==> config.mk <==
export PLATFORM = sky130hd
export DESIGN_NAME = branch_skip_bit_exec
export DESIGN_NICKNAME = d
export VERILOG_FILES = /design/src/bsx_pkg.sv /design/src/branch_skip_bit_exec.sv
export VERILOG_INCLUDE_DIRS = /design/src
export SDC_FILE = /design/constraint.sdc
export NUM_CORES = 1
export LEC_CHECK = 0
export BUFFER_PORTS_ARGS = -buffer_cell sky130_fd_sc_hd__buf_2
export CAP_MARGIN = 40
export CORE_MARGIN = 5
export CORE_UTILIZATION = 49
export CTS_BUF_LIST = sky130_fd_sc_hd__clkbuf_2 sky130_fd_sc_hd__clkbuf_4 sky130_fd_sc_hd__clkbuf_8
export CTS_CLUSTER_SIZE = 30
export DETAILED_ROUTE_END_ITERATION = 12
export PLACE_DENSITY = 0.79
export SETUP_SLACK_MARGIN = 0.02
export SLEW_MARGIN = 30
export SYNTH_ARGS = -nofsm -noshare
export SYNTH_HDL_FRONTEND = slang
export SYNTH_SLANG_ARGS = --single-unit
export TNS_END_PERCENT = 1
==> constraint.sdc <==
create_clock -name clk_i -period 3.6 [get_ports clk_i]
set_clock_uncertainty 0.1 [all_clocks]
set_input_delay 0.18 -clock clk_i [delete_from_list [all_inputs] [get_ports clk_i]]
set_output_delay 0.18 -clock clk_i [all_outputs]
set_load 0.01 [all_outputs]
==> src/bsx_consts.svh <==
// Purpose: constants for the branch, skip and bit execution unit
// Assumes: 8-bit data, status bits ordered C Z N V S H T I from bit 0
// Notes: cycle figures are clock counts per instruction
`ifndef BSX_CONSTS_SVH
`define BSX_CONSTS_SVH
`define FLAG_C 3'd0
`define FLAG_Z 3'd1
`define FLAG_N 3'd2
`define FLAG_V 3'd3
`define FLAG_S 3'd4
`define FLAG_H 3'd5
`define FLAG_T 3'd6
`define FLAG_I 3'd7
`define CYC_ONE 2'd1
`define CYC_TWO 2'd2
`define CYC_THREE 2'd3
`define STATUS_FLAGS_REGISTER_RST 8'h00
`endif

==> src/bsx_pkg.sv <==
// Purpose: types for the branch, skip and bit execution unit
// Assumes: operation codes are chosen by the decoder in front of this unit
// Notes: none
package bsx_pkg;
    typedef enum logic [4:0] {
        OP_NONE,
        OP_CMP_IMM,
        OP_SKIP_REG_CLR,
        OP_SKIP_REG_SET,
        OP_SKIP_IO_CLR,
        OP_SKIP_IO_SET,
        OP_BR_FLAG_SET,
        OP_BR_FLAG_CLR,
        OP_BR_SIGNED_GE,
        OP_BR_SIGNED_LT,
        OP_IO_SET,
        OP_IO_CLR,
        OP_LSL,
        OP_LSR,
        OP_ROL,
        OP_ROR,
        OP_ASR,
        OP_SWAP,
        OP_FLAG_SET,
        OP_FLAG_CLR
    } op_t;
    typedef enum logic [1:0] {
        ST_IDLE,
        ST_BUSY
    } state_t;
endpackage

==> src/branch_skip_bit_exec.sv <==
// Purpose: executes compare, skip, branch, io bit, shift and flag ops
// Assumes: op_valid_i is raised only while ready_o is high
// Notes: named branch forms other than signed ge/lt map onto flag set/clear ops with a fixed index
//
// The plain strobed port and the placing of the registers were chosen for this implementation.
`timescale 1ns/10ps
`include "bsx_consts.svh"
module branch_skip_bit_exec #(
    parameter int PC_W = 13
) (
    input wire logic clk_i,
    input wire logic nrst_i,
    input wire logic op_valid_i,
    input wire bsx_pkg::op_t op_i,
    input wire logic [PC_W-1:0] pc_i,
    input wire logic [7:0] reg_val_i,
    input wire logic [7:0] imm_i,
    input wire logic [2:0] bit_sel_i,
    input wire logic [6:0] offset_k_i,
    input wire logic next_is_long_i,
    input wire logic [4:0] io_addr_i,
    input wire logic [7:0] io_rdata_i,
    input wire logic [7:0] status_flags_register_wdata_i,
    input wire logic status_flags_register_we_i,
    output logic ready_o,
    output logic [PC_W-1:0] pc_next_o,
    output logic pc_load_o,
    output logic [7:0] result_o,
    output logic result_we_o,
    output logic [4:0] io_addr_o,
    output logic [7:0] io_wdata_o,
    output logic io_we_o,
    output logic [7:0] status_flags_register_o,
    output logic [1:0] cycles_o,
    output logic done_o
);
    // flags after a subtraction a - b
    function automatic logic [7:0] sub_flags(input logic [7:0] a, input logic [7:0] b,
                                             input logic [7:0] s);
        logic [7:0] r;
        logic [7:0] d;
        r = s;
        d = a - b;
        r[`FLAG_C] = (~a[7] & b[7]) | (b[7] & d[7]) | (d[7] & ~a[7]);
        r[`FLAG_H] = (~a[3] & b[3]) | (b[3] & d[3]) | (d[3] & ~a[3]);
        r[`FLAG_V] = (a[7] & ~b[7] & ~d[7]) | (~a[7] & b[7] & d[7]);
        r[`FLAG_N] = d[7];
        r[`FLAG_Z] = (d == 8'h00);
        r[`FLAG_S] = d[7] ^ r[`FLAG_V];
        return r;
    endfunction

    // flags after a shift: new carry cy and result d
    function automatic logic [7:0] shf_flags(input logic [7:0] d, input logic cy,
                                             input logic [7:0] s);
        logic [7:0] r;
        r = s;
        r[`FLAG_C] = cy;
        r[`FLAG_Z] = (d == 8'h00);
        r[`FLAG_N] = d[7];
        r[`FLAG_V] = d[7] ^ cy;
        r[`FLAG_S] = cy;
        return r;
    endfunction

    bsx_pkg::state_t state_q; // idle or in a multi cycle op
    bsx_pkg::state_t state_d;
    logic [7:0] status_flags_register_q; // status flags register
    logic [7:0] status_flags_register_d;
    logic [1:0] left_q; // cycles still to run
    logic [1:0] left_d;
    logic [PC_W-1:0] pc_q; // latched next pc
    logic [PC_W-1:0] pc_d;
    logic load_q;
    logic load_d;
    logic [7:0] res_q;
    logic [7:0] res_d;
    logic res_we_q;
    logic res_we_d;
    logic [4:0] ioa_q;
    logic [4:0] ioa_d;
    logic [7:0] iow_q;
    logic [7:0] iow_d;
    logic iowe_q;
    logic iowe_d;
    logic [1:0] cyc_q;
    logic [1:0] cyc_d;
    logic done_q;
    logic done_d;

    wire logic c_in = status_flags_register_q[`FLAG_C];
    wire logic reg_bit = reg_val_i[bit_sel_i]; // selected register bit
    wire logic io_bit = io_rdata_i[bit_sel_i]; // selected io bit
    wire logic flag_bit = status_flags_register_q[bit_sel_i]; // selected status flag
    wire logic sgn_lt = status_flags_register_q[`FLAG_N] ^ status_flags_register_q[`FLAG_V];
    wire logic [7:0] bit_mask = 8'h01 << bit_sel_i;
    // relative target pc+k+1 with sign-extended k
    wire logic [PC_W-1:0] br_target = pc_i + PC_W'({{(PC_W-7){offset_k_i[6]}}, offset_k_i})
                                      + PC_W'(1);
    wire logic [PC_W-1:0] seq_pc = pc_i + PC_W'(1);
    // skip steps over one or two words
    wire logic [PC_W-1:0] skip_pc = next_is_long_i ? pc_i + PC_W'(3) : pc_i + PC_W'(2);
    wire logic [1:0] skip_cyc = next_is_long_i ? `CYC_THREE : `CYC_TWO;

    assign ready_o = (state_q == bsx_pkg::ST_IDLE);
    assign pc_next_o = pc_q;
    assign pc_load_o = load_q;
    assign result_o = res_q;
    assign result_we_o = res_we_q;
    assign io_addr_o = ioa_q;
    assign io_wdata_o = iow_q;
    assign io_we_o = iowe_q;
    assign status_flags_register_o = status_flags_register_q;
    assign cycles_o = cyc_q;
    assign done_o = done_q;

    // decode and execute; outputs register on the edge that accepts the op, done_o once the cycle count is spent
    always_comb begin
        logic take;
        take = 1'b0;
        state_d = state_q;
        status_flags_register_d = status_flags_register_we_i ? status_flags_register_wdata_i : status_flags_register_q;
        left_d = left_q;
        pc_d = pc_q;
        load_d = 1'b0;
        res_d = res_q;
        res_we_d = 1'b0;
        ioa_d = ioa_q;
        iow_d = iow_q;
        iowe_d = 1'b0;
        cyc_d = cyc_q;
        done_d = 1'b0;
        if (state_q == bsx_pkg::ST_BUSY) begin
            // hold off the next op until the cycle count is spent
            if (left_q <= 2'd1) begin
                state_d = bsx_pkg::ST_IDLE;
                done_d = 1'b1;
                left_d = 2'd0;
            end else begin
                left_d = left_q - 2'd1;
            end
        end else if (op_valid_i) begin
            cyc_d = `CYC_ONE;
            pc_d = seq_pc;
            case (op_i)
                bsx_pkg::OP_CMP_IMM: begin
                    status_flags_register_d = sub_flags(reg_val_i, imm_i, status_flags_register_q);
                end
                bsx_pkg::OP_SKIP_REG_CLR: take = ~reg_bit;
                bsx_pkg::OP_SKIP_REG_SET: take = reg_bit;
                bsx_pkg::OP_SKIP_IO_CLR: take = ~io_bit;
                bsx_pkg::OP_SKIP_IO_SET: take = io_bit;
                // covers zero, carry, unsigned, negative, t, h, v, i forms
                bsx_pkg::OP_BR_FLAG_SET: take = flag_bit;
                bsx_pkg::OP_BR_FLAG_CLR: take = ~flag_bit;
                bsx_pkg::OP_BR_SIGNED_GE: take = ~sgn_lt;
                bsx_pkg::OP_BR_SIGNED_LT: take = sgn_lt;
                bsx_pkg::OP_IO_SET, bsx_pkg::OP_IO_CLR: begin
                    // read-modify-write of one bit only, flags kept
                    ioa_d = io_addr_i;
                    iow_d = (op_i == bsx_pkg::OP_IO_SET) ? (io_rdata_i | bit_mask)
                                                         : (io_rdata_i & ~bit_mask);
                    iowe_d = 1'b1;
                    cyc_d = `CYC_TWO;
                end
                bsx_pkg::OP_LSL: begin
                    res_d = {reg_val_i[6:0], 1'b0};
                    status_flags_register_d = shf_flags({reg_val_i[6:0], 1'b0}, reg_val_i[7], status_flags_register_q);
                    res_we_d = 1'b1;
                end
                bsx_pkg::OP_LSR: begin
                    res_d = {1'b0, reg_val_i[7:1]};
                    status_flags_register_d = shf_flags({1'b0, reg_val_i[7:1]}, reg_val_i[0], status_flags_register_q);
                    res_we_d = 1'b1;
                end
                bsx_pkg::OP_ASR: begin
                    res_d = {reg_val_i[7], reg_val_i[7:1]};
                    status_flags_register_d = shf_flags({reg_val_i[7], reg_val_i[7:1]}, reg_val_i[0], status_flags_register_q);
                    res_we_d = 1'b1;
                end
                bsx_pkg::OP_ROL: begin
                    res_d = {reg_val_i[6:0], c_in};
                    status_flags_register_d = shf_flags({reg_val_i[6:0], c_in}, reg_val_i[7], status_flags_register_q);
                    res_we_d = 1'b1;
                end
                bsx_pkg::OP_ROR: begin
                    res_d = {c_in, reg_val_i[7:1]};
                    status_flags_register_d = shf_flags({c_in, reg_val_i[7:1]}, reg_val_i[0], status_flags_register_q);
                    res_we_d = 1'b1;
                end
                bsx_pkg::OP_SWAP: begin
                    res_d = {reg_val_i[3:0], reg_val_i[7:4]};
                    res_we_d = 1'b1;
                end
                bsx_pkg::OP_FLAG_SET: status_flags_register_d = status_flags_register_q | bit_mask;
                bsx_pkg::OP_FLAG_CLR: status_flags_register_d = status_flags_register_q & ~bit_mask;
                default: ;
            endcase
            // resolve skip or branch target and cost
            case (op_i)
                bsx_pkg::OP_SKIP_REG_CLR, bsx_pkg::OP_SKIP_REG_SET,
                bsx_pkg::OP_SKIP_IO_CLR, bsx_pkg::OP_SKIP_IO_SET: begin
                    if (take) begin
                        pc_d = skip_pc;
                        cyc_d = skip_cyc;
                    end
                end
                bsx_pkg::OP_BR_FLAG_SET, bsx_pkg::OP_BR_FLAG_CLR,
                bsx_pkg::OP_BR_SIGNED_GE, bsx_pkg::OP_BR_SIGNED_LT: begin
                    if (take) begin
                        pc_d = br_target;
                        cyc_d = `CYC_TWO;
                    end
                end
                default: ;
            endcase
            load_d = (op_i != bsx_pkg::OP_NONE);
            if (cyc_d == `CYC_ONE) begin
                done_d = 1'b1;
            end else begin
                state_d = bsx_pkg::ST_BUSY;
                left_d = cyc_d - 2'd1;
            end
        end
    end

    // state and output registers
    always_ff @(posedge clk_i or negedge nrst_i) begin
        if (!nrst_i) begin
            state_q <= bsx_pkg::ST_IDLE;
            status_flags_register_q <= `STATUS_FLAGS_REGISTER_RST;
            left_q <= 2'd0;
            pc_q <= '0;
            load_q <= 1'b0;
            res_q <= 8'h00;
            res_we_q <= 1'b0;
            ioa_q <= 5'h00;
            iow_q <= 8'h00;
            iowe_q <= 1'b0;
            cyc_q <= 2'd0;
            done_q <= 1'b0;
        end else begin
            state_q <= state_d;
            status_flags_register_q <= status_flags_register_d;
            left_q <= left_d;
            pc_q <= pc_d;
            load_q <= load_d;
            res_q <= res_d;
            res_we_q <= res_we_d;
            ioa_q <= ioa_d;
            iow_q <= iow_d;
            iowe_q <= iowe_d;
            cyc_q <= cyc_d;
            done_q <= done_d;
        end
    end
endmodule

==> results of run 1 <==
-- how the worst max path moves through the flow --
stage	start	end	slack [ns]
2_1_floorplan	reg_val_i[0]	status_flags_register_o[3]	0.76
3_3_place_gp	reg_val_i[1]	status_flags_register_o[3]	0.60
3_5_place_dp	bit_sel_i[1]	left_q[0]	0.52
4_1_cts	status_flags_register_o[0]	left_q[0]	0.68
5_1_grt	status_flags_register_o[0]	left_q[1]	0.45
6_report	status_flags_register_o[0]	left_q[0]	0.64
-- flip-flops by register name, indices dropped and copies added (netlist names) --
register,flops
io_addr_o,5
left_q,2
state_q,1
cycles_o,2
result_o,8
done_o,1
result_we_o,1
io_wdata_o,8
pc_next_o,13
status_flags_register_o,8
pc_load_o,1
io_we_o,1
-- through the flow --
stage | hold slack (ns) | cells | total power, uW
final | 0.0320 | 775 | 1940
after global routing | 0.0685 | 775 | 2070
after global placement | 0.235 | 760 | 1560
after floorplan | -0.216 | 557 | 1280
after CTS | 0.0248 | 774 | 1950
after detailed placement | 0.248 | 760 | 1590
-- layout by cell type, fill, tap and decap left out, types with 3 or more instances in the layout --
cell,Yosys,layout
o21ai_0,40,40
a21o_1,5,5
o22ai_1,10,10
nor3_1,11,11
clkbuf_8,0,5
mux2i_1,27,27
a22oi_1,7,7
inv_1,23,23
xnor2_1,24,24
a222oi_1,5,5
nor2_1,36,36
a31oi_1,4,4
o211ai_1,11,11
or2_2,3,3
nor2b_1,11,11
a211oi_1,3,3
and2_1,5,5
nand4_1,6,6
o221ai_1,5,5
buf_2,4,118
mux2_2,4,4
nand3_1,15,15
a21oi_1,33,33
ha_1,27,27
o21a_1,4,4
and3_1,3,3
nand2_1,85,85
nand2b_1,9,9
xor2_1,13,13
buf_4,3,8
dlygate4sd3_1,0,6
fa_1,4,4
dfrtp_1,51,51
-- critical path: stages (launching register included) --
cell	delay (ns)
dfrtp_1	0.48
mux4_2	0.47
mux2i_1	0.16
a22oi_1	0.14
mux2i_2	0.20
nand2_1	0.12
buf_4	0.27
nor2_1	0.10
ha_1	0.22
nor2b_1	0.26
mux2i_1	0.22
o22ai_1	0.10
-- logic make-up (layout without fill, tap and decap cells) --
group / Yosys count / in the layout / synth area share (%)
AO/OA/AOI/OAI: 148 / 148 / 21.4
XOR/XNOR: 37 / 37 / 7.07
adder cells (fa/ha/maj): 31 / 31 / 9.12
buffers and inverters: 58 / 165 / 5.46
flip-flops: 51 / 51 / 27.9
multiplexers: 36 / 36 / 9.31
AND/OR/NAND/NOR: 196 / 196 / 19.8
-- power by group through the flow --
| stage | Combinational, uW | Sequential [uW] | Clock, uW |
|---|---|---|---|
| 5_1_grt | 875 | 810 | 389 |
| 4_1_cts | 794 | 792 | 367 |
| 3_3_place_gp | 766 | 796 | 0 |
| 6_report | 791 | 792 | 354 |
| 3_5_place_dp | 786 | 802 | 0 |
| 2_1_floorplan | 428 | 849 | 0 |
-- metal layers --
layer | wire [um] | global-route usage (%) | share of wire (%)
met5 | 0 | 0 | 0
met4 | 206 | 6.85 | 1.6
met3 | 1000 | 3.25 | 7.8
met2 | 6150 | 38.1 | 48
met1 | 5450 | 29.0 | 43
-- area by class of cell --
class / instances / area [um^2] / share of cell area [%]
repair buffers: 132 / 711 / 13.2
inverters: 25 / 93.8 / 1.75
clock inverters: 3 / 22.5 / 0.420
multi-input cells: 448 / 3060 / 56.9
clock buffers: 5 / 68.8 / 1.28
well taps: 111 / 139 / 2.59
flip-flops and latches: 51 / 1280 / 23.8
==> impl_metrics.tcl, run 1 <==
set metrics [dict create \
    grtUsageTotal_pct 22.2 \
    clkTransAtPathRegs_ns 0.10 \
    power.density_mw_per_mm2 361 \
    swShare_pct 38.7 \
    avgViaCountPerCell 5.83 \
    ys.warnings.count 0 \
    dpl_cell_area_mm2 0.00521 \
    crit_fanout 21 \
    row_count 35 \
    fin_nets 764 \
    first_iter_violations 284 \
    cts_tree "done" \
    synth-main-ff-cell "dfrtp_1" \
    dr.pass1.iters 6 \
    worstSetupPathType "flip-flop to flip-flop" \
    syn2layout_area_growth_pct 17.1 \
    yosys.area.top_type "dfrtp_1" \
    holdCritStartpoint "status_flags_register_wdata_i[5]" \
    grt_antenna_before_repair 0 \
    insertion_delay_ns 0.31 \
    holdPathStages 3 \
    drv_cap 0 \
    cts_inserted_buffers 5 \
    cts_hold_buf 6 \
    die_area_mm2 0.0114 \
    fin_crit_sh_pct 82.1 \
    syn-num-nets 658 \
    htreeDepth 2 \
    r2r_start "status_flags_register_o[0]" \
    synth_edf_count 0 \
    fmax_ghz 0.338 \
    power_frac_clock_pct 18.3 \
    yosysSeqAreaShare_pct 27.9 \
    overflow 0 \
    whs_endpoint "status_flags_register_o[5]" \
    hpwl_um 9910 \
    worstMarginPinSlew_ns 0.649 \
    grt_pass1_wl_um 21000 \
    io_pins 119 \
    cp.required_ns 3.70 \
    synthArstFlopShare_pct 100 \
    synth_area_leaders "dfrtp_1 28%, ha_1 7.4%, nand2_1 7.0%" \
    ant_nets 0 \
    clk_path_buf_depth 2 \
    rr_worst_depth 11 \
    p_int_uw 1190 \
    cts_resized 0 \
    avgSynthCellArea_um2 8.23 \
    status "complete, no violations" \
    r2r_end "left_q[0]" \
    vdd_drop_max_uv 178 \
    rsz0062_at_grt "no" \
    via_count 4517 \
    seq_power_share_pct 40.9 \
    p_leak_uw 0.00256 \
    synth_common_cells "85 x nand2_1, 51 x dfrtp_1, 40 x o21ai_0" \
    setup_slack_ns 0.644 \
    min_path_type "primary input to flip-flop" \
    cts_setup_buffers 0 \
    final.min_clock_period_ns 2.96 \
    cts.sinks 51 \
    synth_top_area_share_pct 27.9 \
    finish.utilization_pct 58.4 \
    cts_root_buf "clkbuf_8" \
    ys_ff_latch 51 \
    comb_power_share_pct 40.8 \
    yosysUniqueCellTypes 65 \
    drc 0 \
    crit_arrival_ns 3.06 \
    worst_setup_path_start_kind "flip-flop" \
    die_height_um 107 \
    mappedNetlistArea_mm2 0.00458 \
    critPathCaptureType "flip-flop" \
    core_region_area_mm2 0.00920 \
    synth_most_common_cell "nand2_1" \
    grt_pass1_vias 4397 \
    die_w_um 107 \
    wire_per_inst_um 16.5 \
    hold_viol_final 0 \
    final_cell_area_mm2 0.00537 \
    slew-limit-headroom_pct 56.7 \
    pre_cts_slack_ns 0.524 \
    grt_start_max_net_pins 52 \
    start_util_pct 49.8 \
    fillers 832 \
    port_buffers 118 \
    synthCells 557 \
    gp_congestion 0.944 \
    drive_above_1_share_pct 22.6 \
    totalWireLength_um 12800 \
    setup_tns_ns 0 \
    slew_viol_final 0 \
    setup_viol 0 \
    diodes 0 \
    r2r_slack_ns 0.64 \
    p_sw_uw 750 \
]
Power figures use the tool's default switching activity.
==> run 2: changes to the inputs <==
- clock period: 3.6 -> 3.1 ns (I/O delays scaled with it)
==> run 2 against run 1 <==
Effect of this change: clock power grew 15%; sequential share of layout area decreased by 0.27 points; wire length rose by 3.9%; worst setup slack worse by 0.38 ns; sequential cell count unchanged; final cell count grew 1.0%; critical endpoint unchanged.
==> impl_metrics.tcl, run 2 (synthesized netlist as in run 1, its figures left out) <==
set metrics [dict create \
    rr_worst_depth 11 \
    syn2layout_area_growth_pct 18.5 \
    gp_congestion 0.903 \
    core_region_area_mm2 0.00920 \
    cts_tree "done" \
    diodes 0 \
    grt_pass1_vias 4555 \
    final.min_clock_period_ns 2.83 \
    worst_setup_path_start_kind "flip-flop" \
    p_leak_uw 0.00260 \
    rsz0062_at_grt "no" \
    hold_viol_final 0 \
    drive_above_1_share_pct 23.7 \
    ant_nets 0 \
    die_w_um 107 \
    cpMostUsedCell "mux2i_1" \
    timing.hold.ws_ns 0.0549 \
    grt_antenna_before_repair 0 \
    setup_viol 0 \
    worstMarginPinSlew_ns 0.626 \
    slew_viol_final 0 \
    io_pins 119 \
    cts_root_buf "clkbuf_8" \
    drc 0 \
    row_count 35 \
    insertion_delay_ns 0.31 \
    r2r_start "status_flags_register_o[2]" \
    final_cell_mix "118 x buf_2, 85 x nand2_1, 51 x dfrtp_1" \
    start_util_pct 49.8 \
    fin_crit_sh_pct 91.5 \
    totalWireLength_um 13300 \
    clk_path_buf_depth 2 \
    die_area_mm2 0.0114 \
    worstSetupPathType "flip-flop to flip-flop" \
    drv_cap 0 \
    cts_inserted_buffers 5 \
    crit_path_start "status_flags_register_o[2]" \
    fmax_ghz 0.353 \
    overflow 0 \
    first_iter_violations 257 \
    endpoint "left_q[0]" \
    avgViaCountPerCell 5.88 \
    htreeDepth 2 \
    dr.pass1.iters 5 \
    vdd_drop_max_uv 182 \
    crit_arrival_ns 2.94 \
    port_buffers 118 \
    path_buf_inv 1 \
    grt_start_max_net_pins 30 \
    clkTransAtPathRegs_ns 0.10 \
    die_height_um 107 \
    crit_cells 11 \
    crit_path_top_delay_cell "mux4_2" \
    critical-path-max-stage-delay_ns 0.48 \
    fin_nets 772 \
    slew-limit-headroom_pct 57.9 \
    cpLargestDelayFamily "multiplexers" \
    r2r_slack_ns 0.27 \
    min_path_type "primary input to flip-flop" \
    cp.required_ns 3.20 \
    cp_cell_sequence "mux4_2 > mux2i_1 > a22oi_1 > mux2i_2 > nand2_1 > mux2_2 > inv_1 > ha_1 > nor2b_2 > mux2i_1 > o22ai_1" \
    grtUsageTotal_pct 23.5 \
    power.density_mw_per_mm2 417 \
    status "complete, no violations" \
    grt_pass1_wl_um 22000 \
    wire_per_inst_um 17.0 \
    crit_fanout 5 \
    hpwl_um 10400 \
    r2r_end "left_q[0]" \
    layout_commonest_cell "buf_2" \
    setup_tns_ns 0 \
    cts.sinks 51 \
    largest_reg_flops 13 \
    via_count 4602 \
    critPathCaptureType "flip-flop" \
]
## run 2: cell types whose count changed in the layout (fill, tap and decap cells not counted)
cell and change:
nor2b_2 +1, nor2b_1 -1, buf_4 +8
## run 2: stage by stage
step                      cells  total power, uW  setup slack [ns]  util (%)  cell area [um^2]
after global placement      768             1830             0.147      57.3              5270
after floorplan             557             1480             0.290         -              4580
final                       783             2260             0.265      59.0              5430
after global routing        783             2430            0.0148      59.0              5430
after CTS                   782             2280             0.115      58.9              5420
after detailed placement    768             1860            0.0822      57.3              5270
## run 2: worst min path at each step
| stage | start | endpoint | slack (ns) | cells after the start |
|---|---|---|---|---|
| floorplan | nrst_i | cycles_o[0] | -0.24 | 0 |
| global placement | nrst_i | result_o[4] | 0.05 | 1 |
| detailed placement | nrst_i | result_o[3] | 0.06 | 1 |
| CTS | status_flags_register_wdata_i[1] | status_flags_register_o[1] | 0.05 | 3 |
| global route | status_flags_register_wdata_i[2] | status_flags_register_o[2] | 0.07 | 3 |
| finish | status_flags_register_wdata_i[1] | status_flags_register_o[1] | 0.05 | 3 |
## run 2: worst register-to-register path, cell delays in order (launching register included)
cell and delay, ns:
dfrtp_1 0.45, mux4_2 0.48, mux2i_1 0.19, a22oi_1 0.16
mux2i_2 0.23, nand2_1 0.12, mux2_2 0.26, inv_1 0.04
ha_1 0.19, nor2b_2 0.20, mux2i_1 0.21, o22ai_1 0.10
## run 2: layout make-up
class | instances | area [um^2]
clock inverter | 3 | 22.5
fill | 854 | 3770
timing repair buffer | 140 | 771
multi-input combinational | 448 | 3060
tap | 111 | 139
clock buffer | 5 | 68.8
sequential | 51 | 1280
inverter | 25 | 93.8
## run 2: what timing repair did
item,4_1_cts,5_1_grt
resized for setup,0,1
endpoints found under the hold margin,27,0
hold buffers,6,0
endpoints found under the setup margin,0,2
setup buffers,0,1
## run 2: where the power goes
part | leakage [uW] | switching [uW] | internal, uW
sequential | 0.000638 | 95.5 | 817
clock | 0.0000489 | 243 | 164
combinational | 0.00191 | 535 | 408
## run 2: layer usage
layer	GRT usage (%)	share of wire (%)	vias to the layer above
li1	-	-	2222
met1	30.6	42	2152
met2	40.8	49	208
met3	3.49	8.1	20
met4	6.03	1.5	0
met5	0	0	-
